File: src/itmr_params.svh
// register offsets, field positions, reset values and timing counts of the interval timer
`ifndef ITMR_PARAMS_SVH
`define ITMR_PARAMS_SVH
`define ITMR_ADDR_W 4
`define ITMR_OFS_SUPPLY 4'h0
`define ITMR_OFS_GATE 4'h1
`define ITMR_OFS_IRQF 4'h2
`define ITMR_OFS_IRQM 4'h3
`define ITMR_OFS_CTRL 4'h4
`define ITMR_OFS_STAT 4'h5
`define ITMR_OFS_SMASK 4'h6
`define ITMR_OFS_CNT 4'h7
`define ITMR_BIT_CLKEN 7
`define ITMR_BIT_CKSEL 4
`define ITMR_BIT_LPC 7
`define ITMR_BIT_IRQ 2
`define ITMR_BIT_RUN 15
`define ITMR_CMP_W 12
`define ITMR_RST_SUPPLY 8'h00
`define ITMR_RST_GATE 8'h00
`define ITMR_RST_IRQF 8'h00
`define ITMR_RST_IRQM 8'h04
`define ITMR_RST_CTRL 16'h0000
`define ITMR_RST_SMASK 8'h00
`define ITMR_ZERO8 8'h00
`define ITMR_ZERO16 16'h0000
`define ITMR_CNT_ONE 12'h001
`define ITMR_CNT_ZERO 12'h000
`endif

File: src/itmr_pkg.sv
// types shared by the interval timer files
package itmr_pkg;
  typedef enum logic [1:0] {
    CNT_IDLE = 2'b00,
    CNT_RUN = 2'b01
  } cnt_state_t;
endpackage

File: src/itmr_tick_if.sv
// carrier between the count-clock edge detector and the timer core
`timescale 1ns/100ps
`default_nettype none
interface itmr_tick_if;
  logic tick;
  modport src (output tick);
  modport dst (input tick);
endinterface
`default_nettype wire

File: src/itmr_tick_sync.sv
// synchronises the two slow count clocks, selects one and emits a rising-edge tick
`timescale 1ns/100ps
`default_nettype none
`include "itmr_params.svh"
module itmr_tick_sync (
  input wire logic clk_i,          // system clock
  input wire logic rst_n_i,        // synchronous reset, active low
  input wire logic sub_clk_i,      // subsystem clock pin
  input wire logic losc_clk_i,     // low-speed oscillator pin
  input wire logic sel_losc_i,     // 1 selects low-speed oscillator
  input wire logic gate_i,         // clock supply enabled
  itmr_tick_if.src tk              // tick out
);
  logic [1:0] sub_s_r;
  logic [1:0] losc_s_r;
  logic prev_r;
  logic sel_w;

  // two-stage synchronisers; stage 0 feeds stage 1 only
  always_ff @(posedge clk_i) begin
    if (!rst_n_i) begin
      sub_s_r <= 2'h0;
      losc_s_r <= 2'h0;
    end else begin
      sub_s_r <= {sub_s_r[0], sub_clk_i};
      losc_s_r <= {losc_s_r[0], losc_clk_i};
    end
  end

  assign sel_w = sel_losc_i ? losc_s_r[1] : sub_s_r[1]; // RQ2

  // edge detector; a switch of source may give one spurious tick, software sets it while stopped
  always_ff @(posedge clk_i) begin
    if (!rst_n_i) begin
      prev_r <= 1'b0;
      tk.tick <= 1'b0;
    end else begin
      prev_r <= sel_w;
      tk.tick <= gate_i & sel_w & ~prev_r; // RQ1
    end
  end
endmodule
`default_nettype wire

File: src/itmr_top.sv
// 12-bit interval timer with its clock gate, clock select and interrupt registers
//
// Behaviour
// RQ1: gate bit 7 enables timer input clock
// RQ2: supply-mode bit 4 picks low-speed oscillator
// RQ3: supply-mode bit 7 limits standby subclock supply
// RQ4: run bit 15 counts; clearing stops, zeroes
// RQ5: interrupt every compare plus one ticks
// RQ6: request flag bit 2 set; cleared writing zero
// RQ7: mask bit 2 gates servicing, not flag
// RQ8: counter wraps at match; bits 14-12 zero
//
// Added by the designer: the address-and-strobe port and the register offsets.
`timescale 1ns/100ps
`default_nettype none
`include "itmr_params.svh"
module itmr_top (
  input wire logic clk_i,            // 200 MHz system clock
  input wire logic rst_n_i,          // synchronous reset, active low
  input wire logic [3:0] addr_i,     // register index
  input wire logic [15:0] wdata_i,   // write data
  input wire logic wr_i,             // write strobe
  input wire logic rd_i,             // read strobe
  output logic [15:0] rdata_o,       // read data, cycle after strobe
  input wire logic sub_clk_i,        // subsystem clock pin
  input wire logic losc_clk_i,       // low-speed oscillator pin
  input wire logic standby_i,        // STOP, or HALT on subclock
  output logic periph_sub_en_o,      // subclock to other peripherals
  output logic interval_timer_interrupt_o, // timer interrupt request pulse
  output logic irq_o                 // level interrupt
);
  // register map by index:
  //   0 supply mode: bit 4 count clock source, bit 7 standby subclock gate
  //   1 clock gate: bit 7 feeds the timer its input clock
  //   2 request flags: bit 2 set on match, software writes zero to clear
  //   3 request masks: bit 2 blocks servicing only, resets to masked
  //   4 control: bit 15 run, bits 11-0 compare value, bits 14-12 read zero
  //   5 sticky status: bit 2 set on match, write one to clear
  //   6 status mask: a one keeps that status bit off the level interrupt
  //   7 live count, read only
  //   other indices ignore writes and read zero
  logic [7:0] subclock_supply_mode_r;
  logic [7:0] peripheral_clock_gate_two_r;
  logic [7:0] irq_request_flags_upper1_r;
  logic [7:0] irq_mask_flags_upper1_r;
  logic [15:0] interval_timer_control_r;
  logic [11:0] count_r;
  logic [11:0] count_nxt;
  logic [7:0] stat_r;
  logic [7:0] smask_r;
  logic match_w;
  logic run_w;
  logic [15:0] rd_nxt;
  itmr_pkg::cnt_state_t st_r;
  itmr_tick_if tk ();
  logic clk_en_w;
  logic cksel_w;
  logic lpc_w;
  logic flag_w;
  logic mask_w;
  logic stat_pend_w;
  logic [11:0] cmp_w;
  logic at_cmp_w;
  logic wr_supply_w;
  logic wr_gate_w;
  logic wr_flag_w;
  logic wr_mask_w;
  logic wr_ctrl_w;
  logic wr_stat_w;
  logic wr_smask_w;

  // write decode shared by every register
  function automatic logic wr_at(input logic [3:0] a, input logic [3:0] ofs, input logic w);
    wr_at = w && (a == ofs);
  endfunction

  // the byte-wide registers sit in the low half of the read word
  function automatic logic [15:0] ext8(input logic [7:0] v);
    ext8 = {`ITMR_ZERO8, v};
  endfunction

  itmr_tick_sync u_sync (
    .clk_i(clk_i),
    .rst_n_i(rst_n_i),
    .sub_clk_i(sub_clk_i),
    .losc_clk_i(losc_clk_i),
    .sel_losc_i(cksel_w),
    .gate_i(clk_en_w),
    .tk(tk)
  );

  // one strobe per register, so each process below owns one concern
  assign wr_supply_w = wr_at(addr_i, `ITMR_OFS_SUPPLY, wr_i);
  assign wr_gate_w = wr_at(addr_i, `ITMR_OFS_GATE, wr_i);
  assign wr_flag_w = wr_at(addr_i, `ITMR_OFS_IRQF, wr_i);
  assign wr_mask_w = wr_at(addr_i, `ITMR_OFS_IRQM, wr_i);
  assign wr_ctrl_w = wr_at(addr_i, `ITMR_OFS_CTRL, wr_i);
  assign wr_stat_w = wr_at(addr_i, `ITMR_OFS_STAT, wr_i);
  assign wr_smask_w = wr_at(addr_i, `ITMR_OFS_SMASK, wr_i);

  // named fields, so the logic below reads like the register map
  assign clk_en_w = peripheral_clock_gate_two_r[`ITMR_BIT_CLKEN]; // RQ1
  assign cksel_w = subclock_supply_mode_r[`ITMR_BIT_CKSEL]; // RQ2
  assign lpc_w = subclock_supply_mode_r[`ITMR_BIT_LPC]; // RQ3
  assign flag_w = irq_request_flags_upper1_r[`ITMR_BIT_IRQ]; // RQ6
  assign mask_w = irq_mask_flags_upper1_r[`ITMR_BIT_IRQ]; // RQ7
  assign stat_pend_w = |(stat_r & ~smask_r);
  assign cmp_w = interval_timer_control_r[`ITMR_CMP_W-1:0]; // RQ5

  assign run_w = interval_timer_control_r[`ITMR_BIT_RUN];
  assign at_cmp_w = (count_r == cmp_w);
  // compare value zero is prohibited; with zero the timer fires every tick
  // rather than never, which keeps a misprogrammed timer visible
  assign match_w = tk.tick && (st_r == itmr_pkg::CNT_RUN) && at_cmp_w; // RQ5

  // supply-mode register: count clock source and standby policy
  always_ff @(posedge clk_i) begin
    if (!rst_n_i) begin
      subclock_supply_mode_r <= `ITMR_RST_SUPPLY;
    end else if (wr_supply_w) begin
      subclock_supply_mode_r <= wdata_i[7:0]; // RQ2
    end
  end

  // clock gate register; with the gate shut no tick reaches the counter
  always_ff @(posedge clk_i) begin
    if (!rst_n_i) begin
      peripheral_clock_gate_two_r <= `ITMR_RST_GATE;
    end else if (wr_gate_w) begin
      peripheral_clock_gate_two_r <= wdata_i[7:0]; // RQ1
    end
  end

  // request mask; resets masked so the flag is not serviced before setup; sticky status still reaches irq_o
  always_ff @(posedge clk_i) begin
    if (!rst_n_i) begin
      irq_mask_flags_upper1_r <= `ITMR_RST_IRQM;
    end else if (wr_mask_w) begin
      irq_mask_flags_upper1_r <= wdata_i[7:0]; // RQ7
    end
  end

  // status mask for the sticky status register
  always_ff @(posedge clk_i) begin
    if (!rst_n_i) begin
      smask_r <= `ITMR_RST_SMASK;
    end else if (wr_smask_w) begin
      smask_r <= wdata_i[7:0];
    end
  end

  // control register; bits 14-12 are not stored so they read zero
  always_ff @(posedge clk_i) begin
    if (!rst_n_i) begin
      interval_timer_control_r <= `ITMR_RST_CTRL;
    end else if (wr_ctrl_w) begin
      interval_timer_control_r <= {wdata_i[`ITMR_BIT_RUN], 3'h0,
        wdata_i[`ITMR_CMP_W-1:0]}; // RQ8
    end
  end

  // run state follows the run bit; leaving run clears the count
  always_ff @(posedge clk_i) begin
    if (!rst_n_i) begin
      st_r <= itmr_pkg::CNT_IDLE;
    end else begin
      st_r <= run_w ? itmr_pkg::CNT_RUN : itmr_pkg::CNT_IDLE; // RQ4
    end
  end

  always_comb begin
    count_nxt = count_r;
    unique case (st_r)
      itmr_pkg::CNT_IDLE: count_nxt = `ITMR_CNT_ZERO; // RQ4
      itmr_pkg::CNT_RUN: begin
        if (!run_w) begin
          count_nxt = `ITMR_CNT_ZERO; // RQ4
        end else if (match_w) begin
          count_nxt = `ITMR_CNT_ZERO; // RQ8
        end else if (tk.tick) begin
          count_nxt = count_r + `ITMR_CNT_ONE;
        end
      end
      default: count_nxt = `ITMR_CNT_ZERO;
    endcase
  end

  // count register; only the comb process above decides its next value
  always_ff @(posedge clk_i) begin
    if (!rst_n_i) begin
      count_r <= `ITMR_CNT_ZERO;
    end else begin
      count_r <= count_nxt;
    end
  end

  // request flag: hardware set wins over a software clear in the same cycle
  // so a match that lands on the clear is never lost
  always_ff @(posedge clk_i) begin
    if (!rst_n_i) begin
      irq_request_flags_upper1_r <= `ITMR_RST_IRQF;
    end else begin
      if (wr_flag_w) begin
        irq_request_flags_upper1_r <= wdata_i[7:0]; // RQ6
      end
      if (match_w) begin
        irq_request_flags_upper1_r[`ITMR_BIT_IRQ] <= 1'b1; // RQ6
      end
    end
  end

  // sticky status, write one to clear; set beats clear
  always_ff @(posedge clk_i) begin
    if (!rst_n_i) begin
      stat_r <= `ITMR_ZERO8;
    end else begin
      if (wr_stat_w) begin
        stat_r <= stat_r & ~wdata_i[7:0];
      end
      if (match_w) begin
        stat_r[`ITMR_BIT_IRQ] <= 1'b1;
      end
    end
  end

  // one-cycle request pulse per compare match
  always_ff @(posedge clk_i) begin
    if (!rst_n_i) begin
      interval_timer_interrupt_o <= 1'b0;
    end else begin
      interval_timer_interrupt_o <= match_w; // RQ5
    end
  end

  // level interrupt; the mask only gates servicing, never the flag
  // match is folded in so the unmasked level rises with the pulse, not a cycle later
  always_ff @(posedge clk_i) begin
    if (!rst_n_i) begin
      irq_o <= 1'b0;
    end else begin
      irq_o <= ((flag_w | match_w) & ~mask_w) | stat_pend_w; // RQ7
    end
  end

  // in standby the lowpower bit withholds subclock from all but timer-class blocks
  always_ff @(posedge clk_i) begin
    if (!rst_n_i) begin
      periph_sub_en_o <= 1'b1;
    end else begin
      periph_sub_en_o <= !(standby_i && lpc_w); // RQ3
    end
  end

  // read mux; unmapped addresses read zero
  always_comb begin
    rd_nxt = `ITMR_ZERO16;
    unique case (addr_i)
      `ITMR_OFS_SUPPLY: rd_nxt = ext8(subclock_supply_mode_r);
      `ITMR_OFS_GATE: rd_nxt = ext8(peripheral_clock_gate_two_r);
      `ITMR_OFS_IRQF: rd_nxt = ext8(irq_request_flags_upper1_r);
      `ITMR_OFS_IRQM: rd_nxt = ext8(irq_mask_flags_upper1_r);
      `ITMR_OFS_CTRL: rd_nxt = interval_timer_control_r; // RQ8
      `ITMR_OFS_STAT: rd_nxt = ext8(stat_r);
      `ITMR_OFS_SMASK: rd_nxt = ext8(smask_r);
      `ITMR_OFS_CNT: rd_nxt = {4'h0, count_r};
      default: rd_nxt = `ITMR_ZERO16;
    endcase
  end

  // read data stand only in the cycle after the strobe, zero otherwise
  // so a stale value can never be mistaken for a fresh read
  always_ff @(posedge clk_i) begin
    if (!rst_n_i) begin
      rdata_o <= `ITMR_ZERO16;
    end else if (rd_i) begin
      rdata_o <= rd_nxt;
    end else begin
      rdata_o <= `ITMR_ZERO16;
    end
  end
endmodule
`default_nettype wire

File: config.mk
export PLATFORM = sky130hd
export DESIGN_NAME = itmr_top
export DESIGN_NICKNAME = d
export VERILOG_FILES = /design/src/itmr_pkg.sv /design/src/itmr_tick_if.sv /design/src/itmr_tick_sync.sv /design/src/itmr_top.sv
export VERILOG_INCLUDE_DIRS = /design/src
export SDC_FILE = /design/constraint.sdc
export NUM_CORES = 1
export LEC_CHECK = 0
export ABC_AREA = 1
export BUFFER_PORTS_ARGS = -buffer_cell sky130_fd_sc_hd__buf_2
export CORE_ASPECT_RATIO = 0.8
export CORE_MARGIN = 2
export CORE_UTILIZATION = 60
export CTS_BUF_LIST = sky130_fd_sc_hd__clkbuf_16
export CTS_CLUSTER_DIAMETER = 60
export CTS_CLUSTER_SIZE = 14
export DETAILED_ROUTE_END_ITERATION = 10
export GPL_TIMING_DRIVEN = 0
export PLACE_DENSITY_LB_ADDON = 0.25
export SYNTH_ARGS = -nofsm -noshare
export SYNTH_HDL_FRONTEND = slang
export SYNTH_SLANG_ARGS = --single-unit
File: constraint.sdc
create_clock -name clk_i -period 2.4 [get_ports clk_i]
set_input_delay 0.24 -clock clk_i [delete_from_list [all_inputs] [get_ports clk_i]]
set_output_delay 0.24 -clock clk_i [all_outputs]
set_load 0.05 [all_outputs]
# Word-level counts from Yosys, hierarchy flattened
# Index checks and enable logic that the tools add are counted.
op_classes:
  eq_ne: 9
  addsub: 1
  reduce_logical: 17
  bitwise: 14
  muxes: 7
ops:
  columns: ["op", "n"]
  rows:
  - ["$pmux 16 s8", 1]
  - ["$and 8x8->8", 2]
  - ["$eq 4x3->1 const B", 4]
  - ["$not 8->8", 2]
  - ["$add 12x1->12 const B", 1]
  - ["$eq 12x12->1", 1]
  - ["$logic_and 1x1->1", 10]
  - ["$eq 4x2->1 const B", 2]
  - ["$reduce_or 8->1", 1]
  - ["$mux 3", 2]
  - ["$not 1->1", 5]
  - ["$eq 4x1->1 const B", 1]
  - ["$logic_not 4->1", 1]
  - ["$mux 1", 4]
  - ["$reduce_bool 2->1", 2]
  - ["$reduce_or 4->1", 1]
  - ["$and 1x1->1", 3]
  - ["$eq 2x1->1 const B", 1]
  - ["$or 1x1->1", 2]
  - ["$reduce_and 2->1", 1]
  - ["$logic_not 1->1", 1]
totals:
  word_cells: 67
  output_inout_bits: 19
  reg_bits: 100
  in_bits: 27

# Depth between registers and ports, before layout
depth:
  depth_word: 6
  mapped_depth: 10
  depth_no_buf: 10

# By module
# From an unflattened synthesis, not the netlist that was laid out.
hier_totals:
  hier_cells: 555
  area_unflattened_um2: 4108.9
modules_own_cells:
  columns: ["mod", "n_inst", "area_each_um2", "seq_area_each_um2", "cells_each"]
  rows:
  - ["itmr_top", 1, 3912.5, 1801.7, 531]
  - ["itmr_tick_sync", 1, 196.4, 120.1, 24]

# Worst setup path after synthesis
# No wires, ideal clock.
synth_path:
  path_type: "register -> register"
  start: "register u_sync.tk.tick"
  end: "register count_r[7]"
  arrival_time_ns: 1.140
  required_ns: 2.281
  path_slack_ns: 1.141
  setup_ns: 0.119
  path_buffers: 2
  stages_incl_launch_ff: 10
  synth_period_minus_slack_ns: 1.259
  cell_sequence: "dfxtp_1 buf_2 nand2_1 a21oi_1 nand3_1 nor2_1 nand2_1 nand3_2 buf_4 a21oi_1"
synth_between:
  elab_chain_cells: 3
synth_lines:
  columns: ["item", "line", "rtl"]
  rows:
  - ["start: declaration", "itmr_tick_if.sv:6", "modport src (output tick);"]
  - ["start signal: assignment", "itmr_tick_sync.sv:39", "tk.tick <= gate_i & sel_w & ~prev_r;"]
  - ["$logic_and 1x1->1 (2 in series)", "itmr_top.sv:114", "assign match_w = tk.tick && (st_r == itmr_pkg::CNT_RUN) && at_cmp_w;"]
  - ["$reduce_or 4->1 (no line)", null, null]
  - ["end signal: assignment", "itmr_top.sv:191", "count_r <= `ITMR_CNT_ZERO;"]
  - ["end signal: assignment", "itmr_top.sv:193", "count_r <= count_nxt;"]
  - ["end: declaration", "itmr_top.sv:47", "logic [11:0] count_r;"]
# Several ways; a longest one is shown, not always the timed one.
# A chain may end at the register's enable or synchronous reset.

# Worst setup path in the final report
# Same ends and word-level chain as after synthesis.

==> flow_summary.yaml <==
outcome:
  status: "completed"
clock_tree:
  path_clk_slew_ps: 70
  clkLatencyLatePin_ps: 350
  post_cts_resize_count: 0
  cts_buffer_depth: 2
  cts_max_level: 3
  cts_setup_buffers: 0
  cts_buffers: 9
  cts.sinks: 96
  cts-root-buf: "clkbuf_16"
  cts_tree: "yes"
  ctsHoldBuffers: 0
routing:
  dr_total_vias: 3948
  drtIter0Drc: 358
  vias_per_cell: 5.78
  dr.pass1.iters: 7
  wl_per_cell_um: 15.9
  totalWireLength_um: 10900
  drc: 0
  ant_nets: 0
floorplanning:
  dieArea_mm2: 0.00733
  die_height_um: 77.0
  io_pins: 46
  rows: 26
  die_w_um: 95.2
  start_util_pct: 62.3
  coreArea_mm2: 0.00641
synthesis:
  synth_cell_type_count: 24
  muxShareOfSynthArea_pct: 0
  synth_top_family_by_area: "compound AO/OA/AOI/OAI gates"
  ys_warn_count: 0
  synthSimpleGateAreaFrac_pct: 15.4
  synth_compound_area_share_pct: 22.7
  syn_area_per_cell_um2: 7.36
  synth.yosys.seq_area_share_pct: 48.1
  ys_ff_latch: 96
  synthAdderAreaFrac_pct: 0.313
  synth_cells: 543
  syn_area_mm2: 0.00399
  synth_xor_area_share_pct: 1.54
critical_path:
  crit_required_ps: 2630
  critPathBufInv: 2
  path_class: "reg2reg"
  critPathCaptureType: "flip-flop"
  arrival_ps: 1950
  crit_family: "simple AND/OR/NAND/NOR gates"
  max_stage_delay_ps: 350
  crit_chain: "buf_2 -> nand2_1 -> a21oi_1 -> nand3_1 -> nor2_1 -> nand2_1 -> nand3_2 -> buf_4 -> a21oi_1"
  crit_fanout: 10
  cp-start-kind: "flip-flop"
  critPathSlowestCell: "dfxtp_1"
power:
  peakVddDrop_uv: 548
  powerDensity_mw_per_mm2: 715
  power.leakage_nw: 1.75
  finalPower_w: 0.00329
timing:
  hold_viol: 0
  fmax_mhz: 583
  finalMaxSlewViolations: 0
  layout_setup_ws_ps: 685
  fin_tns_setup_ps: 0
  rsz0062_at_grt: "false"
  relSlewSlack_pct: 65.5
  post-route-period-util_pct: 71.5
  worstMarginPinSlew_ps: 518
  finalClockSkew_ps: 7.38
  fin_crit_ps: 1720
  finalSetupViolations: 0
place:
  io_buffers: 38
  place_ws_ps: 736
  hpwlAfterDp_um: 7750
  globalplace.congestion: 0.949
  place_area_mm2: 0.00430
cells_and_area:
  multi_input_area_mm2: 0.00161
  n_antenna_cell: 0
  nets: 622
  syn_to_final_growth_pct: 15.2
  layout-drive-gt1-share_pct: 12.9
  final_cell_mix: "dfxtp_1 (96), inv_1 (91), a21oi_1 (67)"
  fillers: 512
  design_area_mm2: 0.00460
  regArea_mm2: 0.00192
  final_common_cell: "dfxtp_1"
global_routing:
  grt_max_degree: 18
  grt_overflow: 0
  grt_pass1_vias: 3553
  grt_antenna_before_repair: 0
  grt_pass1_wl_um: 17300
  track_usage_pct: 31.1
hold_path:
  hold_path.class: "in2reg"
flow_run:
  cap_violations: 0
## tightest hold or removal path, cell delays in order
cell,delay [ps]
buf_2,70
nand2_1,40
inv_1,40
## logic make-up after synthesis
logic type      count (synthesis)
compound gates                171
simple gates                  148
buf+inv                       119
flops                          96
xor+xnor                        7
fa+ha+maj                       1
other cells                     1
## cell usage after synthesis
| library cell | instances | share of area, % |
|---|---|---|
| ha_1 | 1 | 0.31 |
| nor2_2 | 3 | 0.47 |
| nor2_4 | 1 | 0.28 |
| a21oi_1 | 67 | 8.4 |
| nand3_1 | 17 | 2.1 |
| nor3_1 | 4 | 0.50 |
| clkbuf_1 | 8 | 0.75 |
| nand4_1 | 3 | 0.47 |
| dfxtp_1 | 96 | 48 |
| nand2_1 | 66 | 6.2 |
| inv_2 | 5 | 0.47 |
| o22ai_1 | 37 | 5.8 |
| conb_1 | 1 | 0.094 |
| o211ai_1 | 1 | 0.19 |
| nor2_1 | 51 | 4.8 |
| clkinv_1 | 1 | 0.094 |
| nand3_2 | 1 | 0.25 |
| o21ai_1 | 2 | 0.25 |
| o21ai_0 | 64 | 8.0 |
| nor4_1 | 2 | 0.31 |
| buf_4 | 4 | 0.75 |
| inv_1 | 91 | 8.6 |
| xor2_1 | 7 | 1.5 |
| buf_2 | 10 | 1.3 |
## final cells by class
type                    count  share of cell area [%]
multi-input cells         330                    34.9
clock buffers               9                    4.90
repair buffers             38                    4.13
inverters                  97                    7.91
flip-flops and latches     96                    41.8
well taps                  84                    2.28
clock inverters             7                    1.71
plain buffers              22                    2.39
## per-stage QoR
step | std cells | utilization [%] | hold WS [ps]
after floorplan | 545 | - | 324
after global placement | 667 | 67.0 | 373
after detailed placement | 667 | 67.0 | 379
after CTS | 683 | 71.8 | 68.7
after global routing | 683 | 71.8 | 77.7
final | 683 | 71.8 | 66.0
## final timing paths
kind / endpoint / slack (ps) / start / cells after the start
max: count_r[7] / 680 / u_sync.tk.tick / 9
min: u_sync.sub_s_r[0] / 70 / sub_clk_i / 3
max reg2reg: count_r[7] / 680 / u_sync.tk.tick / 9
min reg2reg: u_sync.tk.tick / 400 / u_sync.prev_r / 1
## sequential cells by signal, indices dropped and copies added, names as in the netlist, 2 cells and up
signal                       flops
u_sync.losc_s_r                  2
subclock_supply_mode_r           8
irq_request_flags_upper1_r       8
count_r                         12
rdata_o                         13
irq_mask_flags_upper1_r          8
peripheral_clock_gate_two_r      8
u_sync.sub_s_r                   2
stat_r                           8
interval_timer_control_r        13
smask_r                          8
## metal layers
layer	track usage [%]	vias to the layer above	share of wire, %	routed length [um]
met5	0	-	0	0
met4	13.6	0	2.9	318
met3	6.78	31	9.5	1040
met2	46.0	220	44	4790
met1	43.5	1827	43	4720
li1	-	1870	-	-
## where the power goes
| group | switching, W | internal (W) |
|---|---|---|
| Combinational | 0.000135 | 0.0000531 |
| Clock | 0.000656 | 0.000819 |
| Sequential | 0.00000820 | 0.00162 |
| Total | 0.000799 | 0.00249 |
(Power assumes the default switching activity.)
